$ cat config.mk
export PLATFORM = sky130hd
export DESIGN_NAME = drive_fault_trip_manager
export DESIGN_NICKNAME = d
export VERILOG_FILES = /design/src/hdl/fault_pkg.sv /design/src/hdl/drive_fault_trip_manager.sv
export SDC_FILE = /design/constraint.sdc
export NUM_CORES = 1
export LEC_CHECK = 0
export BUFFER_PORTS_ARGS = -buffer_cell sky130_fd_sc_hd__buf_2
export CORE_ASPECT_RATIO = 1.25
export CORE_MARGIN = 2
export CORE_UTILIZATION = 53
export DETAILED_ROUTE_END_ITERATION = 7
export MAX_ROUTING_LAYER = met4
export PLACE_DENSITY = 0.77
export SLEW_MARGIN = 20
export SYNTH_ARGS = -nofsm -noshare
export SYNTH_HDL_FRONTEND = slang
export SYNTH_SLANG_ARGS = --single-unit
$ cat constraint.sdc
create_clock -name clk -period 4.2 [get_ports clk]
set_input_delay 0.21 -clock clk [delete_from_list [all_inputs] [get_ports clk]]
set_output_delay 0.21 -clock clk [all_outputs]
set_load 0.005 [all_outputs]
$ cat src/hdl/fault_pkg.sv
/*
  Shared constants of the drive fault and trip manager: fault indices,
  fault classes, setting codes, warning codes and timing counts.
  Assumes a single 200 MHz system clock.
*/
package fault_pkg;
  localparam longint CLK_HZ     = 200_000_000;
  localparam int     NUM_FAULTS = 21;
  localparam int     CODE_W     = 5;
  localparam int     SEL_W      = 8;
  localparam int     MFI_W      = 8;
  localparam int     MEAS_W     = 16;
  localparam int     PIN_FLAGS  = 20;

  // Fault classes
  typedef enum logic [1:0] {
    CLS_LEVEL = 2'b00,
    CLS_LATCH = 2'b01,
    CLS_FATAL = 2'b10
  } fault_class_t;

  // Fault indices; the reported code is index plus one
  localparam int F_OVERLOAD = 0;
  localparam int F_UNDERLOAD = 1;
  localparam int F_OVERCUR1 = 2;
  localparam int F_OVERVOLT = 3;
  localparam int F_LOWVOLT = 4;
  localparam int F_LOWVOLT2 = 5;
  localparam int F_ETHERMAL = 6;
  localparam int F_OUT_PHASE = 7;
  localparam int F_IN_PHASE = 8;
  localparam int F_DRIVE_OL = 9;
  localparam int F_NO_MOTOR = 10;
  localparam int F_OVERHEAT = 11;
  localparam int F_OVERCUR2 = 12;
  localparam int F_EXTERNAL = 13;
  localparam int F_OUT_BLOCK = 14;
  localparam int F_HW_DIAG = 15;
  localparam int F_NTC_OPEN = 16;
  localparam int F_FAN = 17;
  localparam int F_PRE_REG = 18;
  localparam int F_BRAKE = 19;
  localparam int F_SAFETY = 20;
  localparam logic [CODE_W-1:0] CODE_NONE = 5'h00;

  // Setting codes
  localparam logic [SEL_W-1:0] SEL_OFF      = 8'h00;
  localparam logic [SEL_W-1:0] NO_MOTOR_ON  = 8'h01;
  localparam logic [SEL_W-1:0] FAN_TRIP_SEL = 8'h00;
  localparam logic [SEL_W-1:0] FAN_WARN_SEL = 8'h01;
  localparam int               PHASE_OUT_BIT = 1;
  localparam int               PHASE_IN_BIT  = 2;
  localparam logic [MFI_W-1:0] MFI_EXT_TRIP = 8'h04;
  localparam logic [MFI_W-1:0] MFI_BLOCK    = 8'h05;
  localparam int               OC_RATIO     = 2;

  // Warning codes
  localparam logic [3:0] WARN_NONE     = 4'h0;
  localparam logic [3:0] WARN_FAN      = 4'h1;
  localparam logic [3:0] WARN_DRIVE_OL = 4'h2;

  // Times and derived cycle counts
  localparam longint OL150_TIME_MS   = 60000;
  localparam longint OL200_TIME_MS   = 4000;
  localparam longint PRE_REG_TIME_MS = 1000;
  localparam longint OL_WARN_PCT     = 60;
  localparam longint OL150_CYC   = OL150_TIME_MS * (CLK_HZ / 1000);
  localparam longint OL200_CYC   = OL200_TIME_MS * (CLK_HZ / 1000);
  localparam longint PRE_REG_CYC = PRE_REG_TIME_MS * (CLK_HZ / 1000);

  // Class of each fault
  function automatic fault_class_t fault_class(input int idx);
    case (idx)
      F_LOWVOLT, F_OUT_BLOCK: fault_class = CLS_LEVEL;
      F_HW_DIAG:              fault_class = CLS_FATAL;
      default:                fault_class = CLS_LATCH;
    endcase
  endfunction
endpackage

$ cat src/hdl/drive_fault_trip_manager.sv
/*
  Fault and trip manager: qualifies protection flags with their settings,
  holds each fault by class, halts the drive, keeps the first fault and
  reports history entries and the active warning.
  Assumes pin flags are asynchronous, settings and measurements are on clk.
*/
`timescale 1ns/1ps
module drive_fault_trip_manager #(
  parameter int     NUM_INPUTS  = 7,
  parameter longint OL150_CYC   = fault_pkg::OL150_CYC,
  parameter longint OL200_CYC   = fault_pkg::OL200_CYC,
  parameter longint PRE_REG_CYC = fault_pkg::PRE_REG_CYC
) (
  input  wire logic                                   clk,
  input  wire logic                                   rstn,
  input  wire logic                                   ce,
  input  wire logic                                   running,
  input  wire logic [fault_pkg::SEL_W-1:0]            overload_trip_select,
  input  wire logic [fault_pkg::SEL_W-1:0]            underload_trip_select,
  input  wire logic [fault_pkg::SEL_W-1:0]            thermal_protect_select,
  input  wire logic [fault_pkg::SEL_W-1:0]            phase_loss_select,
  input  wire logic [fault_pkg::SEL_W-1:0]            no_motor_select,
  input  wire logic [fault_pkg::SEL_W-1:0]            fan_fault_select,
  input  wire logic                                   brake_control_output,
  input  wire logic                                   pre_regulation_active,
  input  wire logic [fault_pkg::MEAS_W-1:0]           load_level,
  input  wire logic [fault_pkg::MEAS_W-1:0]           overload_level,
  input  wire logic [fault_pkg::MEAS_W-1:0]           underload_level,
  input  wire logic [fault_pkg::MEAS_W-1:0]           output_current,
  input  wire logic [fault_pkg::MEAS_W-1:0]           rated_current,
  input  wire logic [fault_pkg::MEAS_W-1:0]           brake_release_current,
  input  wire logic [NUM_INPUTS-1:0][fault_pkg::MFI_W-1:0] mfi_function,
  input  wire logic [NUM_INPUTS-1:0]                  mfi_in,
  input  wire logic                                   dc_over_volt,
  input  wire logic                                   dc_under_volt,
  input  wire logic                                   thermal_over,
  input  wire logic                                   out_phase_open,
  input  wire logic                                   in_phase_open,
  input  wire logic                                   load_over_150,
  input  wire logic                                   load_over_200,
  input  wire logic                                   no_motor_detect,
  input  wire logic                                   heatsink_hot,
  input  wire logic                                   dc_short_current,
  input  wire logic                                   ntc_open,
  input  wire logic                                   fan_error,
  input  wire logic                                   pre_reg_feedback_low,
  input  wire logic                                   starting,
  input  wire logic                                   eeprom_error,
  input  wire logic                                   adc_offset_error,
  input  wire logic                                   watchdog_error,
  input  wire logic                                   safety_a,
  input  wire logic                                   safety_b,
  input  wire logic                                   fault_reset_in,
  output logic                                        drive_trip,
  output logic                                        output_block,
  output logic [fault_pkg::NUM_FAULTS-1:0]            fault_active,
  output logic [fault_pkg::CODE_W-1:0]                first_fault_code,
  output logic                                        history_valid,
  output logic [fault_pkg::CODE_W-1:0]                history_code,
  output logic                                        warning_active,
  output logic [3:0]                                  warning_readout
);
  localparam int NF   = fault_pkg::NUM_FAULTS;
  localparam int NP   = fault_pkg::PIN_FLAGS + NUM_INPUTS;
  localparam int OLW  = $clog2(OL150_CYC + 1);
  localparam int PRW  = $clog2(PRE_REG_CYC + 1);
  // Safety inputs rest high and the reset request low, so no false trip follows reset
  localparam logic [NP-1:0] SYNC_IDLE = NP'(3'h6);

  // Refuse settings the counters cannot serve
  if (NUM_INPUTS < 1 || OL200_CYC < 1 || OL150_CYC < OL200_CYC || PRE_REG_CYC < 1)
  begin : g_chk
    $error("drive_fault_trip_manager: bad parameter");
  end

  logic [NP-1:0] sync1_q, sync1_d, sync2_q, sync2_d;
  logic          rst_seen_q, rst_seen_d, reset_pulse;
  logic s_ov, s_uv, s_th, s_opo, s_ipo, s_o150, s_o200, s_nm, s_hs, s_dcs;
  logic s_ntc, s_fan, s_pfl, s_start, s_eep, s_adc, s_wd, s_sa, s_sb, s_rst;
  logic [NUM_INPUTS-1:0] s_mfi, ext_hit, blk_hit;
  logic [OLW-1:0]        ol150_q, ol150_d, ol200_q, ol200_d;
  logic [PRW-1:0]        pre_q, pre_d;
  logic [17:0]           oc_limit;
  logic [NF-1:0]         cond, active_q, active_d, new_set, rec;
  logic [NF-1:0]         level_mask;
  logic [fault_pkg::CODE_W-1:0] first_d, hist_code_d;
  logic                  trip_d, block_d, hist_valid_d, warn_d;
  logic [3:0]            readout_d;

  // Lowest-index set bit as a fault code
  function automatic logic [fault_pkg::CODE_W-1:0] lowest_code(input logic [NF-1:0] v);
    lowest_code = fault_pkg::CODE_NONE;
    for (int i = NF - 1; i >= 0; i--)
      if (v[i])
        lowest_code = fault_pkg::CODE_W'(i + 1);
  endfunction

  // Two-flop synchronisers for all pin flags
  always_comb
  begin
    sync1_d    = {mfi_in, dc_over_volt, dc_under_volt, thermal_over, out_phase_open,
                  in_phase_open, load_over_150, load_over_200, no_motor_detect,
                  heatsink_hot, dc_short_current, ntc_open, fan_error,
                  pre_reg_feedback_low, starting, eeprom_error, adc_offset_error,
                  watchdog_error, safety_a, safety_b, fault_reset_in};
    sync2_d    = sync1_q;
    rst_seen_d = s_rst;
  end

  always_ff @(posedge clk)
  begin
    if (!rstn)
    begin
      sync1_q    <= SYNC_IDLE;
      sync2_q    <= SYNC_IDLE;
      rst_seen_q <= 1'b0;
    end
    else if (ce)
    begin
      sync1_q    <= sync1_d;
      sync2_q    <= sync2_d;
      rst_seen_q <= rst_seen_d;
    end
  end

  assign {s_mfi, s_ov, s_uv, s_th, s_opo, s_ipo, s_o150, s_o200, s_nm, s_hs, s_dcs,
          s_ntc, s_fan, s_pfl, s_start, s_eep, s_adc, s_wd, s_sa, s_sb, s_rst} = sync2_q;

  // One pulse per reset request; a one-cycle request is enough
  assign reset_pulse = s_rst & ~rst_seen_q;

  // Multi-function input decode
  for (genvar g = 0; g < NUM_INPUTS; g++)
  begin : g_mfi
    assign ext_hit[g] = s_mfi[g] & (mfi_function[g] == fault_pkg::MFI_EXT_TRIP);
    assign blk_hit[g] = s_mfi[g] & (mfi_function[g] == fault_pkg::MFI_BLOCK);
  end

  // Overload accumulators and pre-regulation low-feedback timer
  always_comb
  begin
    ol150_d = ol150_q;
    ol200_d = ol200_q;
    if (s_o150)
      ol150_d = (ol150_q < OLW'(OL150_CYC)) ? ol150_q + 1'b1 : ol150_q;
    else if (ol150_q != '0)
      ol150_d = ol150_q - 1'b1;
    if (s_o200)
      ol200_d = (ol200_q < OLW'(OL200_CYC)) ? ol200_q + 1'b1 : ol200_q;
    else if (ol200_q != '0)
      ol200_d = ol200_q - 1'b1;
    pre_d = '0;
    if (pre_regulation_active && s_pfl)
      pre_d = (pre_q < PRW'(PRE_REG_CYC)) ? pre_q + 1'b1 : pre_q;
  end

  always_ff @(posedge clk)
  begin
    if (!rstn)
    begin
      ol150_q <= '0;
      ol200_q <= '0;
      pre_q   <= '0;
    end
    else if (ce)
    begin
      ol150_q <= ol150_d;
      ol200_q <= ol200_d;
      pre_q   <= pre_d;
    end
  end

  // Qualified protection conditions
  assign oc_limit = 18'(rated_current) * 18'(fault_pkg::OC_RATIO);
  always_comb
  begin
    cond = '0;
    cond[fault_pkg::F_OVERLOAD] = (overload_trip_select != fault_pkg::SEL_OFF)
                                  && (load_level > overload_level);
    cond[fault_pkg::F_UNDERLOAD] = (underload_trip_select != fault_pkg::SEL_OFF)
                                   && (load_level < underload_level);
    cond[fault_pkg::F_OVERCUR1] = 18'(output_current) > oc_limit;
    cond[fault_pkg::F_OVERVOLT] = s_ov;
    cond[fault_pkg::F_LOWVOLT]  = s_uv & ~running;
    cond[fault_pkg::F_LOWVOLT2] = s_uv & running;
    cond[fault_pkg::F_ETHERMAL] = (thermal_protect_select != fault_pkg::SEL_OFF) & s_th;
    cond[fault_pkg::F_OUT_PHASE] = phase_loss_select[fault_pkg::PHASE_OUT_BIT] & s_opo;
    cond[fault_pkg::F_IN_PHASE]  = phase_loss_select[fault_pkg::PHASE_IN_BIT] & s_ipo;
    cond[fault_pkg::F_DRIVE_OL] = (ol150_q >= OLW'(OL150_CYC))
                                  || (ol200_q >= OLW'(OL200_CYC));
    cond[fault_pkg::F_NO_MOTOR] = (no_motor_select == fault_pkg::NO_MOTOR_ON)
                                  && s_nm && running;
    cond[fault_pkg::F_OVERHEAT] = s_hs;
    cond[fault_pkg::F_OVERCUR2] = s_dcs;
    cond[fault_pkg::F_EXTERNAL] = |ext_hit;
    cond[fault_pkg::F_OUT_BLOCK] = |blk_hit;
    cond[fault_pkg::F_HW_DIAG] = s_eep | s_adc | s_wd;
    cond[fault_pkg::F_NTC_OPEN] = s_ntc;
    cond[fault_pkg::F_FAN] = (fan_fault_select == fault_pkg::FAN_TRIP_SEL) & s_fan;
    cond[fault_pkg::F_PRE_REG] = pre_q >= PRW'(PRE_REG_CYC);
    cond[fault_pkg::F_BRAKE] = brake_control_output && s_start
                               && (output_current < brake_release_current);
    cond[fault_pkg::F_SAFETY] = ~(s_sa & s_sb);
  end

  // Fault holding by class, first fault, history and warning
  always_comb
  begin
    for (int i = 0; i < NF; i++)
    begin
      level_mask[i] = fault_pkg::fault_class(i) == fault_pkg::CLS_LEVEL;
      case (fault_pkg::fault_class(i))
        fault_pkg::CLS_LEVEL: active_d[i] = cond[i];
        fault_pkg::CLS_LATCH: active_d[i] = cond[i] | (active_q[i] & ~reset_pulse);
        fault_pkg::CLS_FATAL: active_d[i] = cond[i] | active_q[i];
        default:              active_d[i] = cond[i];
      endcase
    end
    new_set = active_d & ~active_q;
    rec     = new_set & ~level_mask;
    trip_d  = |active_d;
    block_d = active_d[fault_pkg::F_OUT_BLOCK];
    if (active_d == '0)
      first_d = fault_pkg::CODE_NONE;
    else if (active_q == '0)
      first_d = lowest_code(new_set);
    else
      first_d = first_fault_code;
    hist_valid_d = |rec;
    hist_code_d  = lowest_code(rec);
    if (fan_fault_select == fault_pkg::FAN_WARN_SEL && s_fan)
      readout_d = fault_pkg::WARN_FAN;
    else if (64'(ol150_q) * 100 >= OL150_CYC * fault_pkg::OL_WARN_PCT)
      readout_d = fault_pkg::WARN_DRIVE_OL;
    else
      readout_d = fault_pkg::WARN_NONE;
    warn_d = readout_d != fault_pkg::WARN_NONE;
  end

  always_ff @(posedge clk)
  begin
    if (!rstn)
    begin
      active_q         <= '0;
      drive_trip       <= 1'b0;
      output_block     <= 1'b0;
      first_fault_code <= fault_pkg::CODE_NONE;
      history_valid    <= 1'b0;
      history_code     <= fault_pkg::CODE_NONE;
      warning_active   <= 1'b0;
      warning_readout  <= fault_pkg::WARN_NONE;
    end
    else if (ce)
    begin
      active_q         <= active_d;
      drive_trip       <= trip_d;
      output_block     <= block_d;
      first_fault_code <= first_d;
      history_valid    <= hist_valid_d;
      history_code     <= hist_code_d;
      warning_active   <= warn_d;
      warning_readout  <= readout_d;
    end
  end

  assign fault_active = active_q;

  // Checks on the held fault state
  a_fatal_hold: assert property (
    @(posedge clk) disable iff (!rstn) active_q[fault_pkg::F_HW_DIAG] |=> active_q[fault_pkg::F_HW_DIAG])
    else $error("fatal fault released without power-on reset");
  a_latch_hold: assert property (
    @(posedge clk) disable iff (!rstn) active_q[fault_pkg::F_SAFETY] && !reset_pulse
    |=> active_q[fault_pkg::F_SAFETY])
    else $error("latched fault dropped without reset");
  a_latch_clear: assert property (
    @(posedge clk) disable iff (!rstn) ce && active_q[fault_pkg::F_OVERCUR2] && reset_pulse
    && !cond[fault_pkg::F_OVERCUR2] |=> !active_q[fault_pkg::F_OVERCUR2])
    else $error("latched fault not cleared by reset");
  a_level_follow: assert property (
    @(posedge clk) disable iff (!rstn) ce && !cond[fault_pkg::F_OUT_BLOCK]
    |=> !active_q[fault_pkg::F_OUT_BLOCK] && !output_block)
    else $error("level fault outlived its condition");
  a_trip_halt: assert property (
    @(posedge clk) disable iff (!rstn) drive_trip == (|active_q))
    else $error("trip output disagrees with fault state");
  a_first_hold: assert property (
    @(posedge clk) disable iff (!rstn) (first_fault_code != fault_pkg::CODE_NONE)
    ##1 (active_q != '0) |-> $stable(first_fault_code))
    else $error("first fault code overwritten");
  a_history_level: assert property (
    @(posedge clk) disable iff (!rstn) history_valid
    |-> (history_code != fault_pkg::F_LOWVOLT + 1)
    && (history_code != fault_pkg::F_OUT_BLOCK + 1))
    else $error("level fault recorded in history");
  a_safety_trip: assert property (
    @(posedge clk) disable iff (!rstn) ce && !(s_sa && s_sb) |=> active_q[fault_pkg::F_SAFETY])
    else $error("safety input loss did not trip");
  a_drive_ol: assert property (
    @(posedge clk) disable iff (!rstn) ce && ol200_q >= OLW'(OL200_CYC)
    |=> active_q[fault_pkg::F_DRIVE_OL] && drive_trip)
    else $error("drive overload accumulator did not trip");
endmodule

Word-level counts from Yosys, hierarchy flattened
Index checks and enable logic that the tools add are counted.

storage, ports and cells
  register bits after elaboration = 190

operators by class
  $add $sub $neg = 5
  multipliers = 1
  order comparisons = 11
  equal/unequal tests = 19
  mux-type cells = 46
  bitwise logic cells = 67
  reductions and logical operators = 29

operators with widths
  cell                                                           count
  2-to-1 mux 34 bit                                              6
  2-to-1 mux 5 bit                                               36
  == test 8 x 3 -> 1 bit (second input constant)                 14
  adder 34 x 1 -> 34 bit (second input constant)                 2
  nonzero test 34 bit                                            2
  subtractor 34 x 1 -> 34 bit (second input constant)            2
  2-to-1 mux 28 bit                                              2
  logical NOT 21 bit                                             2
  >= comparator 41 x 40 -> 1 bit (second input constant)         1
  bitwise AND 1 bit                                              40
  multiplier 34 x 5 -> 39 bit (second input constant)            1
  >= comparator 34 x 30 -> 1 bit (second input constant)         1
  >= comparator 34 bit (second input constant)                   1
  less-than comparator 34 x 30 -> 1 bit (second input constant)  1
  less-than comparator 34 bit (second input constant)            1
  less-than comparator 16 bit                                    2
  adder 28 x 1 -> 28 bit (second input constant)                 1
  >= comparator 28 bit (second input constant)                   1
  less-than comparator 28 bit (second input constant)            1
  OR reduction 27 bit                                            1
  nonzero test 8 bit                                             3
  bitwise AND 21 bit                                             1
  NOT 21 bit                                                     1
  OR 1 bit                                                       21
  other kinds (15)                                               34

Depth between registers and ports, before layout
  depth after elaboration = 29
  mapped depth = 18

Worst setup path after synthesis
OpenSTA, ideal clock, no wires.

  path type = register -> register
  start = register ol150_q[22]
  end = register warning_readout[1]
  arrival = 3,940 ps
  setup slack = 186 ps
  cell stages (with the launch flop) = 19
  buffers on the path = 1
  period minus slack after synthesis = 4,014 ps
  cell sequence = dfxtp_1 > inv_1 > ha_1 > ha_1 > inv_1 > fa_1 > inv_1 > ha_1 > clkbuf_1 > and3_1 > a221o_1 > a211oi_1 > o211ai_1 > a211oi_1 > or3_1 > nand3_1 > a311oi_1 > a31oi_1 > o21ai_0

between the ends
  word-level cells in the longest chain between the ends = 4

ends and longest elaborated chain
  item                            RTL line                         source
  start: declaration              drive_fault_trip_manager.sv:81   logic [OLW-1:0] ol150_q, ol150_d, ol200_q, ol200_d;
  start signal: assignment        drive_fault_trip_manager.sv:167  ol150_q <= ol150_d;
  multiplier 34 x 5 -> 39 bit     drive_fault_trip_manager.sv:233  else if (64'(ol150_q) * 100 >= OL150_CYC * fault_pkg::OL_WARN_PCT)
  >= comparator 41 x 40 -> 1 bit  drive_fault_trip_manager.sv:233
  2-to-1 mux 2 bit                drive_fault_trip_manager.sv:233
  2-to-1 mux 2 bit                drive_fault_trip_manager.sv:231  if (fan_fault_select == fault_pkg::FAN_WARN_SEL && s_fan)
  end signal: assignment          drive_fault_trip_manager.sv:251  warning_readout <= fault_pkg::WARN_NONE;
  end signal: assignment          drive_fault_trip_manager.sv:262  warning_readout <= readout_d;
  end: declaration                drive_fault_trip_manager.sv:61   output logic [3:0] warning_readout

Every way passes these cells.
A chain may end at the register's enable or synchronous reset.

Worst setup path in the final report
  start = register ol150_q[4]
  end = register warning_readout[1]

The elaborated chain is that of the path after synthesis.

==> flow_summary.yaml <==
outcome:
  run_status: "complete, no violations"
pwr:
  combinationalPowerShare_pct: 68.0
  switching_share_pct: 45.7
  power-per-cell-area_mw_per_mm2: 620
  cellLeakagePower_nw: 10.0
  p_int_w: 0.00691
  pwr-share-clk_pct: 13.5
  p_sw_w: 0.00582
  seq_power_share_pct: 18.5
  maximum_vdd_ir_drop_mv: 0.379
global_routing:
  gr-usage-met2_pct: 53.5
  grt.met1_usage_pct: 33.4
  grt_overflow_total: 0
  globalRoute.busiestLayer: "met2"
  grt_antenna_before_repair: 3
  groute.layer.met3.usage_pct: 5.62
  grt_use_total_pct: 30.8
  grt_start_max_net_pins: 84
  grt_pass1_wl_um: 81300
  first_global_vias: 17000
clock_network:
  tritoncts.num_buffers: 17
  max-clock-path-buffers: 2
  cts_num_sinks: 187
  clk_pin_slew_ps: 70
  clock_tree_root_driver_cell: "clkbuf_16"
  h-tree-depth: 4
  clk-insertion-delay-late_ps: 460
  cts_tree: "done"
timing:
  worst_clock_skew_ps: 16.0
  max-slew-margin-rel_pct: 30.2
  finalHoldViolCount: 0
  fin_crit_ps: 4150
  finalCritPeriodShare_pct: 98.8
  finalHoldWorstSlack_ps: 7.05
  report.final.setup_viol: 0
  max_clock_freq_ghz: 0.241
  timing_worst_slew_pin_value_ps: 1050
  finalMaxSlewViolations: 0
logic_synthesis:
  syn_inst: 2147
  primary_flip_flop_cell_chosen_by_synthesis_mapping: "dfxtp_1"
  yosysSeqAreaShare_pct: 22.0
  yosys_warnings: 0
  synth_cell_type_count: 84
  synth-edff-count: 0
  synth_area_mm2: 0.0170
  synth_async_sr_flop_share_pct: 0
  synth_area_per_cell_um2: 7.92
  ys_seq_elements: 187
detailed_routing:
  drc_errors: 0
  detailroute.via_count: 17000
  drtPass1Iterations: 7
  drt_iter0_drc: 981
  wire_per_inst_um: 17.1
  drt.antenna.violating_nets: 0
  wl_um: 50000
  via_per_inst: 5.81
min_path:
  worstHoldPathType: "in2reg"
  hp-start: "heatsink_hot"
critical_path:
  worst-endpoint-arrival_ps: 4490
  worst_r2r_startpoint: "ol150_q[4]"
  timing_worst_setup_path_type: "reg2reg"
  required_ps: 4540
  startpoint_type: "flip-flop"
  critPathMaxFanout: 8
  critPathLaunch: "ol150_q[4]"
  worst_setup_path_end_kind: "flip-flop"
finish:
  seq_area_mm2: 0.00377
  share_of_layout_cells_above_drive_strength_1_pct: 19.7
  multi_input_comb_area_mm2: 0.0123
  fin_util_pct: 64.8
  fillCellCount: 2648
  synthToLayoutAreaGrowth_pct: 20.7
  final_net_count: 3017
die:
  io_pins: 272
  initial_core_util_pct: 53.6
  design.die.area_mm2: 0.0335
  rows: 73
  die-height_um: 204
  coreArea_mm2: 0.0317
  dieWidth_um: 164
place:
  gp_congestion: 0.979
  place.port_buffers: 263
  hpwl_um: 39300
flow_run:
  cap_violations: 0
[per-layer routing]
layer | vias up | routed length, um
met5 | - | 0
met4 | 0 | 2530
li1 | 8352 | -
met1 | 7949 | 19800
met2 | 504 | 24800
met3 | 163 | 2930
[cell type report]
| cell class | instances | share of cell area, % |
|---|---|---|
| multi-input combinational | 1645 | 60.1 |
| sequential | 187 | 18.4 |
| timing repair buffer | 389 | 11.2 |
| inverter | 254 | 4.66 |
| tap | 412 | 2.51 |
| clock buffer | 17 | 2.07 |
| clock inverter | 15 | 0.988 |
| antenna | 3 | 0.0366 |
[cells by family (layout without fill, tap and decap cells)]
group / count (synthesis) / after routing / synth area share (%)
AOI/OAI and AO/OA: 521 / 521 / 19.9
xor gates and xnor gates: 76 / 76 / 3.92
adders and majority gates: 290 / 290 / 22.7
buffers and inverters: 316 / 675 / 7.05
DFF: 187 / 187 / 22.0
muxes: 73 / 73 / 4.30
other: 1 / 5 / 0.0221
and+or+nand+nor: 683 / 683 / 20.0
[placed cells by master (no fill, tap or decap), types with 22 or more instances in the layout]
master and n:
a211oi_1 26, a21o_1 50, a21oi_1 136, buf_2 262, buf_4 110, dfxtp_1 166, fa_1 31, ha_1 250
inv_1 252, mux2i_1 73, nand2_1 176, nand3_1 45, nand4_1 45, nor2_1 186, nor3_1 34, nor4_1 33
o211ai_1 24, o21a_1 25, o21ai_0 97, or3_1 22, xnor2_1 43, xor2_1 32
[timing repair]
action | in CTS | in global routing
hold endpoints to repair | 17 | 0
hold buffers | 17 | 0
setup buffers | 1 | 6
pin swaps | 3 | 28
resized for setup | 9 | 71
endpoints found under the setup margin | 2 | 2
[synth_stat cells, types with 6 or more instances]
library cell  instances  area [um2]
o21bai_1             13        97.6
a21o_1               50         375
or4_1                12        90.1
mux2i_1              73         731
a21oi_1             144         721
nor4_1               36         225
o211ai_1             24         180
and3_1               16         100
xor2_1               33         289
nand2_1             176         661
o31ai_1               6        45.0
nor2_1              187         702
and2_1                9        56.3
and4_1                6        52.6
ha_1                259        3240
dfxtp_1             187        3740
nor3_1               35         175
fa_1                 31         621
nand3_1              45         225
o21a_1               25         188
a22oi_1              11        82.6
a211oi_1             32         240
or2_2                11        68.8
buf_1                 8        30.0
a211o_1               7        61.3
or3_1                22         138
nor3b_1               9        67.6
o21ai_0             104         521
nor4bb_1              6        60.1
nand4_1              45         282
o22ai_1               7        43.8
a21boi_0             10        75.1
clkbuf_1             50         188
nor2b_1              20         125
nand2b_1             20         125
inv_1               253         950
a31oi_1              15        93.8
xnor2_1              43         377
o2111ai_1             7        61.3
[per-stage QoR]
| step | cell area [um2] | cells | setup WS, ps | total power, W | setup TNS, ps |
|---|---|---|---|---|---|
| final | 20500 | 2922 | 50.5 | 0.0127 | 0 |
| after global routing | 20500 | 2922 | -104 | 0.0139 | -203 |
| after CTS | 20200 | 2913 | 12.6 | 0.0123 | 0 |
| after detailed placement | 19400 | 2863 | -139 | 0.0105 | -277 |
| after global placement | 19400 | 2863 | -56.8 | 0.0102 | -113 |
| after floorplan | 17000 | 2148 | 186 | 0.00812 | 0 |
[worst max-delay path, cell delays in order (launching register included)]
cell      delay [ps]
dfxtp_2          340
buf_4            140
ha_1             200
ha_1             270
inv_1             50
fa_1             500
inv_1             70
ha_4             250
a211oi_2         200
nand2_1          120
o211ai_1         200
buf_4            170
o21bai_4         110
or3_1            360
a211oi_2         250
a211oi_2          80
or4_4            440
a31oi_4          190
o21ai_1           80
[flip-flops by register name (all words and copies together) (netlist names)]
signal	cells
rst_seen_q	1
history_valid	1
sync2_q	27
pre_q	28
sync1_q	27
drive_trip	1
ol200_q	34
fault_active	21
ol150_q	34
warning_active	1
first_fault_code	5
warning_readout	2
history_code	5
[power by group through the flow]
stage | clock network (W) | logic (W) | registers, W
floorplan | 0 | 0.00582 | 0.00229
global placement | 0 | 0.00788 | 0.00235
detailed placement | 0 | 0.00810 | 0.00237
CTS | 0.00175 | 0.00823 | 0.00233
global route | 0.00182 | 0.00972 | 0.00239
finish | 0.00172 | 0.00866 | 0.00235
[path summary, 6_finish.rpt]
path | end | slack (ps) | cells after the start
worst min register to register | history_code[3] | 470 | 2
worst max-delay path | warning_readout[1] | 50 | 18
worst min-delay path | sync1_q[11] | 7 | 3
worst max register to register | warning_readout[1] | 50 | 18
(Power assumes the default switching activity.)
